===== config.mk =====
export PLATFORM = sky130hd
export DESIGN_NAME = tcs_timer_clock_select
export DESIGN_NICKNAME = d
export VERILOG_FILES = /design/src/hw/tcs_pkg.sv /design/src/hw/tcs_sync_edge.sv /design/src/hw/tcs_timer_clock_select.sv
export VERILOG_INCLUDE_DIRS = /design/src /design/src/hw
export SDC_FILE = /design/constraint.sdc
export NUM_CORES = 1
export LEC_CHECK = 0
export ABC_AREA = 1
export BUFFER_PORTS_ARGS = -buffer_cell sky130_fd_sc_hd__buf_2
export CORE_UTILIZATION = 40
export DETAILED_ROUTE_END_ITERATION = 12
export GPL_ROUTABILITY_DRIVEN = 0
export HOLD_SLACK_MARGIN = 0.05
export SLEW_MARGIN = 25
export SYNTH_ARGS = -nofsm -noshare
export SYNTH_HDL_FRONTEND = slang
export SYNTH_HIERARCHICAL = 1
export SYNTH_SLANG_ARGS = --single-unit

===== constraint.sdc =====
create_clock -name clk -period 5 [get_ports clk]
set_input_delay 0.5 -clock clk [delete_from_list [all_inputs] [get_ports clk]]
set_output_delay 0.5 -clock clk [all_outputs]
set_load 0.05 [all_outputs]

===== src/hw/tcs_cfg.svh =====
// Register indices, reset values, field positions and divide ratios of the timer clock selector.
`ifndef TCS_CFG_SVH
`define TCS_CFG_SVH

// Register indices; the byte address on the bus is four times the index.
`define TCS_CLK_CTRL_IDX  8'h8E
`define TCS_MODE_IDX      8'h8F
`define TCS_COUNT_IDX     8'h90

// Reset values.
`define TCS_CLK_CTRL_RST  8'h00
`define TCS_MODE_RST      8'h00

// Field positions in the clock control register.
`define TCS_T0_SEL_BIT    2
`define TCS_T1_SEL_BIT    3
`define TCS_T2_LOW_BIT    4
`define TCS_T2_HIGH_BIT   5
`define TCS_T3_LOW_BIT    6
`define TCS_T3_HIGH_BIT   7

// Prescaler ratios in system clock cycles.
`define TCS_DIV_A         6'h0C
`define TCS_DIV_B         6'h04
`define TCS_DIV_C         6'h30

// Oscillator divider: a tick on every eighth rising edge.
`define TCS_OSC_DIV_LAST  3'h7

`endif


===== src/hw/tcs_pkg.sv =====
// Types shared by the timer clock selector.
`default_nettype none

package tcs_pkg;

  // Prescaler code of the Timer 0/1 divider select field.
  typedef enum logic [1:0] {
    TCS_SCALE_12  = 2'h0,
    TCS_SCALE_4   = 2'h1,
    TCS_SCALE_48  = 2'h2,
    TCS_SCALE_EXT = 2'h3
  } tcs_scale_t;

  // Alternate clock choice of Timer 2 and Timer 3.
  typedef enum logic [1:0] {
    TCS_ALT_DIV12 = 2'h0,
    TCS_ALT_OSC8  = 2'h1,
    TCS_ALT_CMP   = 2'h2,
    TCS_ALT_RSVD  = 2'h3
  } tcs_alt_t;

  // Clock control register, most significant bit first.
  typedef struct packed {
    logic       timer3_high_clock_select;
    logic       timer3_low_clock_select;
    logic       timer2_high_clock_select;
    logic       timer2_low_clock_select;
    logic       timer1_clock_select;
    logic       timer0_clock_select;
    tcs_scale_t clock_divider_select;
  } tcs_ctrl_t;

  // Mode register, most significant bit first.
  typedef struct packed {
    tcs_alt_t timer3_alternate_clock_choice;
    tcs_alt_t timer2_alternate_clock_choice;
    logic     timer3_split;
    logic     timer2_split;
    logic     timer1_count_mode;
    logic     timer0_count_mode;
  } tcs_mode_t;

  // Count enables handed to the four timers.
  typedef struct packed {
    logic t0;
    logic t1;
    logic t2_low;
    logic t2_high;
    logic t3_low;
    logic t3_high;
  } tcs_ticks_t;

endpackage : tcs_pkg
`default_nettype wire


===== src/hw/tcs_sync_edge.sv =====
// Two-stage synchroniser with rising and falling edge pulses.
`timescale 1ns/10ps
`default_nettype none

module tcs_sync_edge (
  // Clock and reset
  input  wire logic clk,
  input  wire logic arst_n,
  input  wire logic ce,
  // Asynchronous pin
  input  wire logic pin_in,
  // Edge pulses, one cycle each
  output logic      rise,
  output logic      fall
);

  logic meta_q;
  logic sync_q;
  logic prev_q;

  // The first stage feeds only the second stage; edges compare stage two and three.
  always_ff @(posedge clk or negedge arst_n) begin
    if (!arst_n) begin
      meta_q <= 1'b0;
      sync_q <= 1'b0;
      prev_q <= 1'b0;
    end else if (ce) begin
      meta_q <= pin_in;
      sync_q <= meta_q;
      prev_q <= sync_q;
    end
  end

  // Gated by the enable so a frozen block does not repeat a pulse.
  assign rise = ce & sync_q & ~prev_q;
  assign fall = ce & ~sync_q & prev_q;

  a_fall_single : assert property (@(posedge clk) disable iff (!arst_n)
    fall |=> !fall)
    else $error("falling edge pulse lasted more than one cycle");

endmodule : tcs_sync_edge
`default_nettype wire


===== src/hw/tcs_timer_clock_select.sv =====
// Clock source selection and prescaling for four counter/timers with an Avalon-MM register port.
`timescale 1ns/10ps
`default_nettype none
`include "tcs_cfg.svh"

// Behaviour
// - Timers 0 and 1 each take one of five sources set by their select bit and the divider field.
// - The shared prescaled clock is the system clock over 12, 4 or 48 for codes 00, 01 and 10.
// - Timers 0 and 1 choose between prescaled and system clock each on its own.
// - The Timer 0 select bit 2 picks prescaled at 0 and system clock at 1, ignored in count mode.
// - Timers 2 and 3 may both run from the system clock or the system clock over 12.
// - Timer 2 may also run from the real-time oscillator over 8 or comparator 0.
// - Timer 3 may also run from the external oscillator over 8 or comparator 1.
// - In split mode the high-byte bits 5 and 7 pick system clock at 1, else the alternate clock.
// - A timer in count mode advances once per falling edge on its event pin.
// - Events up to a quarter of the system clock rate are counted correctly.
// - With the Timer 0 count mode bit at 1 its pin drives it, at 0 its selected clock does.
module tcs_timer_clock_select #(
  parameter int ADDR_W  = 12,
  parameter int COUNT_W = 16
) (
  // Clock, reset and freeze
  input  wire logic              clk,
  input  wire logic              arst_n,
  input  wire logic              ce,
  // Avalon-MM slave, byte addressed
  input  wire logic [ADDR_W-1:0] address,
  input  wire logic              read,
  input  wire logic              write,
  input  wire logic [31:0]       writedata,
  input  wire logic [3:0]        byteenable,
  output logic      [31:0]       readdata,
  output logic                   waitrequest,
  // Asynchronous clock and event inputs
  input  wire logic              timer0_event_pin,
  input  wire logic              timer1_event_pin,
  input  wire logic              ext_osc_clk,
  input  wire logic              rtc_osc_clk,
  input  wire logic              cmp0_out,
  input  wire logic              cmp1_out,
  // Count enables for the timers
  output tcs_pkg::tcs_ticks_t    ticks
);

  // Refuse widths that cannot hold the map or the readback.
  generate
    if (ADDR_W < 10 || ADDR_W > 32) begin : g_bad_addr
      $error("ADDR_W must lie between 10 and 32");
    end
    if (COUNT_W < 1 || COUNT_W > 16) begin : g_bad_count
      $error("COUNT_W must lie between 1 and 16");
    end
  endgenerate

  localparam logic [ADDR_W-1:0] A_CTRL  = ADDR_W'({`TCS_CLK_CTRL_IDX, 2'b00});
  localparam logic [ADDR_W-1:0] A_MODE  = ADDR_W'({`TCS_MODE_IDX, 2'b00});
  localparam logic [ADDR_W-1:0] A_COUNT = ADDR_W'({`TCS_COUNT_IDX, 2'b00});

  tcs_pkg::tcs_ctrl_t ctrl_q;
  tcs_pkg::tcs_mode_t mode_q;
  logic               ack_q;
  logic [31:0]        rdata_q;
  logic [5:0]         pre_cnt_q;
  logic [2:0]         ext_cnt_q;
  logic [2:0]         rtc_cnt_q;
  logic [COUNT_W-1:0] cnt0_q;
  logic [COUNT_W-1:0] cnt1_q;
  logic [COUNT_W-1:0] cnt0_d;
  logic [COUNT_W-1:0] cnt1_d;

  // Synchronised edges: 0 and 1 event pins, 2 external, 3 real-time, 4 and 5 comparators.
  logic [5:0] pins;
  logic [5:0] ev_rise;
  logic [5:0] ev_fall;
  assign pins = {cmp1_out, cmp0_out, rtc_osc_clk, ext_osc_clk, timer1_event_pin,
                 timer0_event_pin};

  // Every outside input passes the same synchroniser, so all sources share one latency.
  generate
    for (genvar i = 0; i < 6; i++) begin : g_sync
      tcs_sync_edge u_sync (
        .clk    (clk),
        .arst_n (arst_n),
        .ce     (ce),
        .pin_in (pins[i]),
        .rise   (ev_rise[i]),
        .fall   (ev_fall[i])
      );
    end
  endgenerate

  // Bus decode; one wait cycle per access keeps read data on a flip-flop.
  wire req       = read | write;
  wire sel_ctrl  = (address == A_CTRL);
  wire sel_mode  = (address == A_MODE);
  wire sel_count = (address == A_COUNT);
  wire done      = req & ack_q & ce;
  wire wr_ctrl   = done & write & sel_ctrl & byteenable[0];
  wire wr_mode   = done & write & sel_mode & byteenable[0];
  wire cnt_clr   = done & write & sel_count;
  assign waitrequest = req & ~(ack_q & ce);
  assign readdata    = rdata_q;

  // Read mux; unmapped addresses read as zero and ignore writes.
  wire [31:0] rd_mux = sel_ctrl  ? {24'h000000, ctrl_q} :
                       sel_mode  ? {24'h000000, mode_q} :
                       sel_count ? {16'(cnt1_q), 16'(cnt0_q)} : 32'h00000000;

  // Handshake and register state.
  always_ff @(posedge clk or negedge arst_n) begin
    if (!arst_n) begin
      ack_q   <= 1'b0;
      rdata_q <= 32'h00000000;
      ctrl_q  <= `TCS_CLK_CTRL_RST;
      mode_q  <= `TCS_MODE_RST;
    end else if (ce) begin
      ack_q <= req & ~ack_q;
      if (read && !ack_q) begin
        rdata_q <= rd_mux;
      end
      if (wr_ctrl) begin
        ctrl_q <= writedata[7:0];
      end
      if (wr_mode) begin
        mode_q <= writedata[7:0];
      end
    end
  end

  // One free-running counter serves all three system clock ratios.
  wire [5:0] pre_last = `TCS_DIV_C - 6'h01;
  wire       p12 = ce & ((pre_cnt_q % `TCS_DIV_A) == (`TCS_DIV_A - 6'h01));
  wire       p4  = ce & ((pre_cnt_q % `TCS_DIV_B) == (`TCS_DIV_B - 6'h01));
  wire       p48 = ce & (pre_cnt_q == pre_last);

  // Oscillator dividers count synchronised rising edges, so each oscillator
  // must run at no more than a quarter of the system clock for every edge to be seen.
  wire ext8 = ev_rise[2] & (ext_cnt_q == `TCS_OSC_DIV_LAST);
  wire rtc8 = ev_rise[3] & (rtc_cnt_q == `TCS_OSC_DIV_LAST);

  always_ff @(posedge clk or negedge arst_n) begin
    if (!arst_n) begin
      pre_cnt_q <= 6'h00;
      ext_cnt_q <= 3'h0;
      rtc_cnt_q <= 3'h0;
    end else if (ce) begin
      pre_cnt_q <= (pre_cnt_q == pre_last) ? 6'h00 : pre_cnt_q + 6'h01;
      ext_cnt_q <= ext_cnt_q + {2'b00, ev_rise[2]};
      rtc_cnt_q <= rtc_cnt_q + {2'b00, ev_rise[3]};
    end
  end

  // Shared Timer 0/1 prescaled clock.
  wire pre_tick =
    (ctrl_q.clock_divider_select == tcs_pkg::TCS_SCALE_12) ? p12 :
    (ctrl_q.clock_divider_select == tcs_pkg::TCS_SCALE_4)  ? p4  :
    (ctrl_q.clock_divider_select == tcs_pkg::TCS_SCALE_48) ? p48 : ext8;

  // Timer 0/1: event pin in count mode, else system clock or prescaled clock.
  assign ticks.t0 = mode_q.timer0_count_mode ? ev_fall[0] :
                    (ctrl_q.timer0_clock_select ? ce : pre_tick);
  assign ticks.t1 = mode_q.timer1_count_mode ? ev_fall[1] :
                    (ctrl_q.timer1_clock_select ? ce : pre_tick);

  // Alternate clocks; the reserved choice falls back to the system clock over 12.
  wire t2_alt = (mode_q.timer2_alternate_clock_choice == tcs_pkg::TCS_ALT_OSC8) ? rtc8 :
                (mode_q.timer2_alternate_clock_choice == tcs_pkg::TCS_ALT_CMP)  ? ev_rise[4] :
                p12;
  wire t3_alt = (mode_q.timer3_alternate_clock_choice == tcs_pkg::TCS_ALT_OSC8) ? ext8 :
                (mode_q.timer3_alternate_clock_choice == tcs_pkg::TCS_ALT_CMP)  ? ev_rise[5] :
                p12;

  // Timer 2/3 bytes: the high byte follows the low byte unless the timer is split.
  assign ticks.t2_low  = ctrl_q.timer2_low_clock_select ? ce : t2_alt;
  assign ticks.t3_low  = ctrl_q.timer3_low_clock_select ? ce : t3_alt;
  assign ticks.t2_high = mode_q.timer2_split ?
                         (ctrl_q.timer2_high_clock_select ? ce : t2_alt) :
                         ticks.t2_low;
  assign ticks.t3_high = mode_q.timer3_split ?
                         (ctrl_q.timer3_high_clock_select ? ce : t3_alt) :
                         ticks.t3_low;

  // Event tallies in count mode; an edge in the clearing cycle is kept as one count.
  wire inc0 = mode_q.timer0_count_mode & ev_fall[0];
  wire inc1 = mode_q.timer1_count_mode & ev_fall[1];
  assign cnt0_d = cnt_clr ? COUNT_W'(inc0) : cnt0_q + COUNT_W'(inc0);
  assign cnt1_d = cnt_clr ? COUNT_W'(inc1) : cnt1_q + COUNT_W'(inc1);

  always_ff @(posedge clk or negedge arst_n) begin
    if (!arst_n) begin
      cnt0_q <= '0;
      cnt1_q <= '0;
    end else if (ce) begin
      cnt0_q <= cnt0_d;
      cnt1_q <= cnt1_d;
    end
  end

  // Checks on the selection, prescaling, event tally and bus handshake paths.
  a_div12_gap : assert property (@(posedge clk) disable iff (!arst_n)
    p12 |=> !p12 [*8])
    else $error("divide by 12 pulse came too early");

  a_div4_gap : assert property (@(posedge clk) disable iff (!arst_n)
    p4 |=> !p4 [*3])
    else $error("divide by 4 pulse came too early");

  a_div48_gap : assert property (@(posedge clk) disable iff (!arst_n)
    p48 |=> !p48 [*8])
    else $error("divide by 48 pulse came too early");

  a_pre_ext : assert property (@(posedge clk) disable iff (!arst_n)
    (ctrl_q.clock_divider_select == tcs_pkg::TCS_SCALE_EXT) |-> (pre_tick == ext8))
    else $error("code 11 did not select the external oscillator over eight");

  a_t0_sysclk : assert property (@(posedge clk) disable iff (!arst_n)
    (ce && !mode_q.timer0_count_mode && ctrl_q.timer0_clock_select) |-> ticks.t0)
    else $error("timer 0 missed a system clock tick");

  a_t1_prescale : assert property (@(posedge clk) disable iff (!arst_n)
    (!mode_q.timer1_count_mode && !ctrl_q.timer1_clock_select) |-> (ticks.t1 == pre_tick))
    else $error("timer 1 not on the prescaled clock");

  a_t0_pin_count : assert property (@(posedge clk) disable iff (!arst_n)
    mode_q.timer0_count_mode |-> (ticks.t0 == ev_fall[0]))
    else $error("timer 0 in count mode not driven by its pin");

  a_count_step : assert property (@(posedge clk) disable iff (!arst_n)
    (inc0 && !cnt_clr) |=> (cnt0_q == $past(cnt0_q) + COUNT_W'(1)))
    else $error("event tally did not advance by one");

  a_t2_rtc_src : assert property (@(posedge clk) disable iff (!arst_n)
    (!ctrl_q.timer2_low_clock_select &&
     mode_q.timer2_alternate_clock_choice == tcs_pkg::TCS_ALT_OSC8) |-> (ticks.t2_low == rtc8))
    else $error("timer 2 not on the real-time oscillator over eight");

  a_t3_cmp_src : assert property (@(posedge clk) disable iff (!arst_n)
    (!ctrl_q.timer3_low_clock_select &&
     mode_q.timer3_alternate_clock_choice == tcs_pkg::TCS_ALT_CMP) |-> (ticks.t3_low == ev_rise[5]))
    else $error("timer 3 not on comparator 1");

  a_t2_split_high : assert property (@(posedge clk) disable iff (!arst_n)
    (mode_q.timer2_split && ctrl_q.timer2_high_clock_select) |-> (ticks.t2_high == ce))
    else $error("timer 2 high byte not on the system clock");

  a_t3_whole : assert property (@(posedge clk) disable iff (!arst_n)
    !mode_q.timer3_split |-> (ticks.t3_high == ticks.t3_low))
    else $error("timer 3 high byte split from low byte in 16-bit mode");

  a_bus_answer : assert property (@(posedge clk) disable iff (!arst_n)
    (req && ce && !ack_q) |=> (!ce || !waitrequest || !req))
    else $error("bus access not answered after one wait cycle");

  // Main scenarios.
  c_t0_event : cover property (@(posedge clk) disable iff (!arst_n) inc0 ##[1:40] inc0);
  c_ext_prescale : cover property (@(posedge clk) disable iff (!arst_n)
    (ctrl_q.clock_divider_select == tcs_pkg::TCS_SCALE_EXT) && ticks.t0);
  c_t2_split_alt : cover property (@(posedge clk) disable iff (!arst_n)
    mode_q.timer2_split && !ctrl_q.timer2_high_clock_select && ticks.t2_high);
  c_ctrl_write : cover property (@(posedge clk) disable iff (!arst_n) wr_ctrl);

endmodule : tcs_timer_clock_select
`default_nettype wire


* Yosys cells after proc, flatten, opt, wreduce, memory -nomap -nowiden
Index checks and enable logic that the tools add are counted.
** Storage, ports and cells
- Flip-flop bits (word level) :: 111
- Word-level logic and storage cells :: 126
** Operators by class
- $add $sub $neg :: 5
- Divide/modulo/power cells :: 1
- Equality and inequality tests :: 14
- Muxes and demuxes :: 23
- Bitwise gates (word level) :: 39
- Reductions and logical operators :: 6
** Operator list (count)
- 32-bit 2-to-1 mux :: 3
- 12-bit by 10-bit == test with 1-bit output, second input constant :: 3
- 16-bit by 1-bit adder with 16-bit output :: 2
- 16-bit 2-to-1 mux :: 2
- 1-bit AND :: 30
- 1-bit 2-to-1 mux :: 17
- 2-bit == test, second input constant :: 4
- 1-bit inverter :: 8
- 3-bit by 1-bit adder with 3-bit output :: 2
- 6-bit by 1-bit adder with 6-bit output, second input constant :: 1
- 2-bit by 1-bit == test with 1-bit output, second input constant :: 3
- 3-bit == test, second input constant :: 2
- 6-bit by 4-bit == test with 1-bit output, second input constant :: 1
- 6-bit == test, second input constant :: 1
- 6-bit by 4-bit remainder unit with 6-bit output, second input constant :: 1
- 6-bit 2-to-1 mux :: 1
- 2-bit AND reduction :: 3
- 2-bit zero test :: 1
- 1-bit logical AND :: 1
- 1-bit zero test :: 1
- 1-bit OR :: 1

* Longest topological paths before layout
Gate-level depths: netlist (run 1).
- Depth in word-level cells :: 8
- Mapped depth :: 15
- Gate-level depth less buffers :: 15

* By module
Netlist (run 1), hierarchy kept.
** Modules (own cells, without submodules)
- tcs_timer_clock_select :: instances 1, cells each 617, area an instance 5023.6 um^2
- tcs_sync_edge :: instances 6, cells each 18, area an instance 131.4 um^2

* Worst setup path before layout (run 1)
OpenSTA, ideal clock, no wires.
- Path kind :: input to output
- From :: input ce
- To :: output waitrequest
- Arrival :: 1.771 ns
- Path slack :: 2.729 ns
- Stages :: 4
- Buffers on the path :: 3
- Path through :: buf_4 buf_2 buf_2 a21oi_1
** Between the ends
- Word-level cells in the longest chain between the ends :: 3
** RTL lines
- from (decl) :: line tcs_timer_clock_select.sv:25 : input wire logic ce,
- 1-bit AND :: line tcs_timer_clock_select.sv:101 : assign waitrequest = req & ~(ack_q & ce);
- 1-bit inverter :: line tcs_timer_clock_select.sv:101
- 1-bit AND :: line tcs_timer_clock_select.sv:101
- to (decl) :: line tcs_timer_clock_select.sv:33 : output logic waitrequest,
No other way between the ends.

==> results of run 1 <==
-- how the worst max path moves through the flow --
stage / from / endpoint / slack (ns) / cells past startpoint
final: ce / ticks[4] / 2.09 / 12
after detailed placement: ce / ticks[4] / 2.06 / 12
after global placement: ce / ticks[4] / 2.09 / 12
after global routing: ce / ticks[4] / 1.92 / 12
after CTS: ce / ticks[4] / 2.06 / 12
after floorplan: ce / waitrequest / 2.73 / 4
-- through the flow --
stage,instances,instance area [sq um],hold WS (ns)
finish,956,6570,0.235
global route,956,6570,0.295
detailed placement,941,6240,0.459
global placement,941,6240,0.453
floorplan,707,5740,0.204
CTS,956,6570,0.277
-- worst max-delay path, stage by stage --
cell and delay, ns:
buf_2 0.40, nand2_1 0.13, nor2_1 0.15, nand2_1 0.07, nor3_1 0.39, nand2_1 0.09, nand3_1 0.10, o21ai_1 0.08
nand3_1 0.08, nand2_1 0.05, nand2_1 0.08, buf_2 0.27
-- routing by layer --
layer,track usage [%],up-vias
met1,23.0,2280
met4,4.48,0
li1,-,2407
met2,31.4,98
met5,0,-
met3,4.35,15
-- where the power goes --
group / switching [W] / internal, W
Combinational: 0.000218 / 0.0000946
Sequential: 0.0000558 / 0.000963
Clock: 0.000311 / 0.000486
Total: 0.000585 / 0.00154
-- flip-flops by register name, summed over array words and instances (netlist names) --
signal and cells:
ack_q 1, cnt0_q 16, cnt1_q 16, ctrl_q 8, ext_cnt_q 3, g_sync.u_sync/meta_q 6, g_sync.u_sync/prev_q 6, g_sync.u_sync/sync_q 6
mode_q 8, pre_cnt_q 6, readdata 32, rtc_cnt_q 3
-- layout make-up --
| class | count | area [sq um] | area share, % |
|---|---|---|---|
| Inverter | 95 | 357 | 5.43 |
| Clock buffer | 11 | 233 | 3.54 |
| Multi-Input combinational cell | 482 | 2500 | 38.1 |
| Clock inverter | 4 | 95.1 | 1.45 |
| Sequential cell | 111 | 2780 | 42.3 |
| Tap cell | 180 | 225 | 3.43 |
| Timing Repair Buffer | 73 | 375 | 5.72 |
==> impl_metrics.env, run 1 <==
export IMPL_die_area_sq_mm=0.0148
export IMPL_cts_resized=0
export IMPL_port_buffers=70
export IMPL_vias_per_cell=5.02
export IMPL_cts_sinks=111
export IMPL_worstPathRequired_ns=4.50
export IMPL_wl_mm=12.7
export IMPL_path_clk_slew_ns=0.07
export IMPL_antenna_left=0
export IMPL_rsz0062_at_grt="no"
export IMPL_drc_errors=0
export IMPL_max_cap_violations=0
export IMPL_hold_violations=0
export IMPL_grt_util_all_layers_pct=18.3
export IMPL_grt_start_max_net_pins=65
export IMPL_cts_buffers=9
export IMPL_dr_max_layer_used="met4"
export IMPL_synth_nets=776
export IMPL_relSlewSlack_pct=44.7
export IMPL_coreArea_sq_mm=0.0139
export IMPL_antenna_cells=0
export IMPL_fillers=1382
export IMPL_r2r_slack_ns=2.70
export IMPL_min_period_ns=2.91
export IMPL_postCtsSetupRepairBufs=0
export IMPL_cp_end_kind="primary output"
export IMPL_rows=43
export IMPL_fin_skew_ns=0.00522
export IMPL_hold_class="input port to async pin"
export IMPL_die_h_um=122
export IMPL_tightest_slew_ns=0.829
export IMPL_hold_buffers=0
export IMPL_drv_slew=0
export IMPL_fp_dieW_um=122
export IMPL_drt_initial_drc_count=238
export IMPL_grt_pass1_wl_mm=21.3
export IMPL_total_power_w=0.00213
export IMPL_root_buffer="clkbuf_16"
export IMPL_grt_pass1_vias=4545
export IMPL_arrival_ns=2.41
export IMPL_final_core_util_pct=47.1
export IMPL_h_tree_depth=3
export IMPL_r2r_end="cnt1_q[10]"
export IMPL_synth_warnings=6
export IMPL_wl_met1_mm=5.66
export IMPL_start_util_pct=41.2
export IMPL_area_growth_pct=14.3
export IMPL_setup_viol=0
export IMPL_final_cell_mix="nand2_1 (204), dfrtp_1 (111), inv_1 (93)"
export IMPL_reg2reg_depth=14
export IMPL_worst_slack_ns=2.09
export IMPL_timing_setup_tns_ns=0
export IMPL_clockBufferDepth=2
export IMPL_first_pass_iters=7
export IMPL_cp_max_fo=31
export IMPL_vias=4800
export IMPL_pre_cts_ws_ns=2.06
export IMPL_drive_gt1_share_pct=17.0
export IMPL_met3_length_um=494
export IMPL_dp_hpwl_mm=9.28
export IMPL_p_leak_nw=3.58
export IMPL_num_nets_final=841
export IMPL_syn_inst=707
export IMPL_clock_latency_ns=0.35
export IMPL_rr_startpoint="g_sync[1].u_sync/sync_q"
export IMPL_mappedNetlistArea_sq_mm=0.00574
export IMPL_tritoncts="built"
export IMPL_synth_avg_cell_area_sq_um=8.12
export IMPL_io_pins=98
export IMPL_status="finished clean"
export IMPL_antenna_found_initial=0
export IMPL_irDropWorstVdd_v=0.000226
export IMPL_period_share_pct=58.3
export IMPL_grt_overflow=0
export IMPL_final_common_cell="nand2_1"
export IMPL_wl_met2_mm=6.40
export IMPL_powerDensity_mw_per_mm2=324
export IMPL_cp_start_kind="input port"
export IMPL_wl_per_cell_um=13.3
export IMPL_path_class="input port to primary output"
export IMPL_clock_fmax_ghz=0.343
No activity file was read; power rests on OpenSTA's default activity.
==> inputs of run 2 (changes only) <==
==> constraint.sdc (replaced) <==
create_clock -name clk -period 2.8 [get_ports clk]
set_input_delay 0.28 -clock clk [delete_from_list [all_inputs] [get_ports clk]]
set_output_delay 0.28 -clock clk [all_outputs]
set_load 0.05 [all_outputs]
==> run 2 against run 1 <==
Net effect: sequential power up 78%; cell area is 0.65% higher; highest routed layer unchanged; worst hold slack worse by 0.11 ns; setup slack got worse by 1.7 ns; register-to-register slack worse by 2.1 ns; critical path type is now flip-flop to primary output; clock power grew 78%; first-iteration DRC count shrank 9.2%; largest power group unchanged.
==> impl_metrics.env, run 2 (synthesized netlist as in run 1, its figures left out) <==
export IMPL_path_clk_slew_ns=0.07
export IMPL_cts_resized=0
export IMPL_die_area_sq_mm=0.0148
export IMPL_status="finished clean"
export IMPL_timing_setup_tns_ns=0
export IMPL_rsz0062_at_grt="no"
export IMPL_max_cap_violations=0
export IMPL_cts_sinks=111
export IMPL_wl_mm=12.8
export IMPL_powerDensity_mw_per_mm2=576
export IMPL_first_pass_iters=4
export IMPL_r2r_slack_ns=0.59
export IMPL_final_area_sq_mm=0.00661
export IMPL_port_buffers=70
export IMPL_min_to="g_sync[0].u_sync/meta_q"
export IMPL_arrival_ns=2.15
export IMPL_tightest_slew_ns=0.805
export IMPL_min_period_ns=2.43
export IMPL_relSlewSlack_pct=46.3
export IMPL_period_share_pct=86.7
export IMPL_drc_errors=0
export IMPL_root_buffer="clkbuf_16"
export IMPL_final_cell_mix="nand2_1 (204), dfrtp_1 (111), inv_1 (93)"
export IMPL_dpl_cell_area_sq_mm=0.00627
export IMPL_path_class="flip-flop to primary output"
export IMPL_grt_pass1_vias=4532
export IMPL_setup_viol=0
export IMPL_tritoncts="built"
export IMPL_worstPathRequired_ns=2.52
export IMPL_coreArea_sq_mm=0.0139
export IMPL_clockBufferDepth=2
export IMPL_final_core_util_pct=47.4
export IMPL_cp_end_kind="primary output"
export IMPL_dp_hpwl_mm=9.32
export IMPL_clock_latency_ns=0.36
export IMPL_holdPathStages=3
export IMPL_die_h_um=122
export IMPL_reg2reg_depth=15
export IMPL_vias=4814
export IMPL_grt_overflow=0
export IMPL_grtUsageMet2_pct=32.2
export IMPL_final_common_cell="nand2_1"
export IMPL_largest_reg_flops=32
export IMPL_cp_start_kind="flip-flop"
export IMPL_r2r_end="cnt0_q[12]"
export IMPL_grt_pass1_wl_mm=21.1
export IMPL_clock_fmax_ghz=0.412
export IMPL_start_util_pct=41.2
export IMPL_p_leak_nw=3.59
export IMPL_antenna_left=0
export IMPL_grt_start_max_net_pins=62
export IMPL_antenna_cells=0
export IMPL_hold_violations=0
export IMPL_cts_buffers=9
export IMPL_irDropWorstVdd_v=0.000502
export IMPL_hold_class="input port to flip-flop"
export IMPL_grt_busiest_layer="met2"
export IMPL_use_met3_pct=4.68
export IMPL_io_pins=98
export IMPL_rr_startpoint="g_sync[0].u_sync/sync_q"
export IMPL_min_from="timer0_event_pin"
export IMPL_vias_per_cell=5.01
export IMPL_area_growth_pct=15.1
export IMPL_grt_util_all_layers_pct=18.4
export IMPL_wl_per_cell_um=13.4
export IMPL_num_nets_final=844
export IMPL_postCtsSetupRepairBufs=0
export IMPL_cp_max_fo=2
export IMPL_antenna_found_initial=0
export IMPL_rows=43
export IMPL_drive_gt1_share_pct=17.6
export IMPL_fin_skew_ns=0.00778
export IMPL_drv_slew=0
export IMPL_fp_dieW_um=122
export IMPL_h_tree_depth=3
export IMPL_grtUsageMet1_pct=22.1
export IMPL_drt_initial_drc_count=216
[run 2: cell types whose count changed in the layout (fill, tap and decap cells not counted)]
cell           previous run  this run
buf_12                    0         1
buf_4                     4         5
bufinv_16                 3         2
clkbuf_1                  2         0
clkbuf_8                  0         2
clkinvlp_4                0         2
dlygate4sd3_1             0         1
[run 2: area by class of cell]
class | instances | area, sq um
flip-flops and latches | 111 | 2780
clock inverters | 5 | 80.1
well taps | 180 | 225
inverters | 95 | 357
fillers | 1353 | 7330
multi-input cells | 482 | 2500
repair buffers | 76 | 413
clock buffers | 11 | 253
[run 2: report_power, final]
group	switching (W)	total, W	leakage (nW)	internal [W]
clock	0.000590	0.00142	0.158	0.000832
sequential	0.0000982	0.00182	1.42	0.00172
combinational	0.000394	0.000569	2.02	0.000175
[run 2: routing by layer]
layer,up-vias,part of all wire (%),routed length (um)
met5,-,0,0
met4,0,1.6,204
met3,16,2.9,375
met2,75,50,6420
met1,2312,45,5830
li1,2411,-,-
[run 2: worst max-delay path by stage]
| stage | end | startpoint |
|---|---|---|
| after floorplan | waitrequest | ce |
| after global placement | cnt0_q[12] | ce |
| after detailed placement | cnt0_q[12] | ce |
| after CTS | ticks[4] | g_sync[2].u_sync/sync_q |
| after global routing | ticks[4] | pre_cnt_q[0] |
| final | ticks[4] | g_sync[2].u_sync/sync_q |
[run 2: per-stage QoR]
stage / instances / worst slack [ns] / hold WS (ns) / power (W)
6_report: 960 / 0.371 / 0.126 / 0.00381
5_1_grt: 960 / 0.169 / 0.119 / 0.00401
4_1_cts: 960 / 0.346 / 0.113 / 0.00386
3_5_place_dp: 943 / 0.464 / 0.418 / 0.00242
3_3_place_gp: 943 / 0.521 / 0.414 / 0.00239
2_1_floorplan: 707 / 0.969 / -0.0156 / 0.00223
[run 2: worst max-delay path: stages, from the launching register on]
cell and delay (ns):
dfrtp_1 0.35, nand2_1 0.07, nor2_1 0.17, nand2_1 0.07, nor3_1 0.40, nand2_1 0.09, nand3_1 0.09, o21ai_1 0.08
nand3_1 0.08, nand2_1 0.05, nand2_1 0.08, buf_2 0.26
[run 2: what timing repair did]
action,CTS,global route
hold buffers,1,0
endpoints found under the setup margin,0,0
hold endpoints to repair,59,0
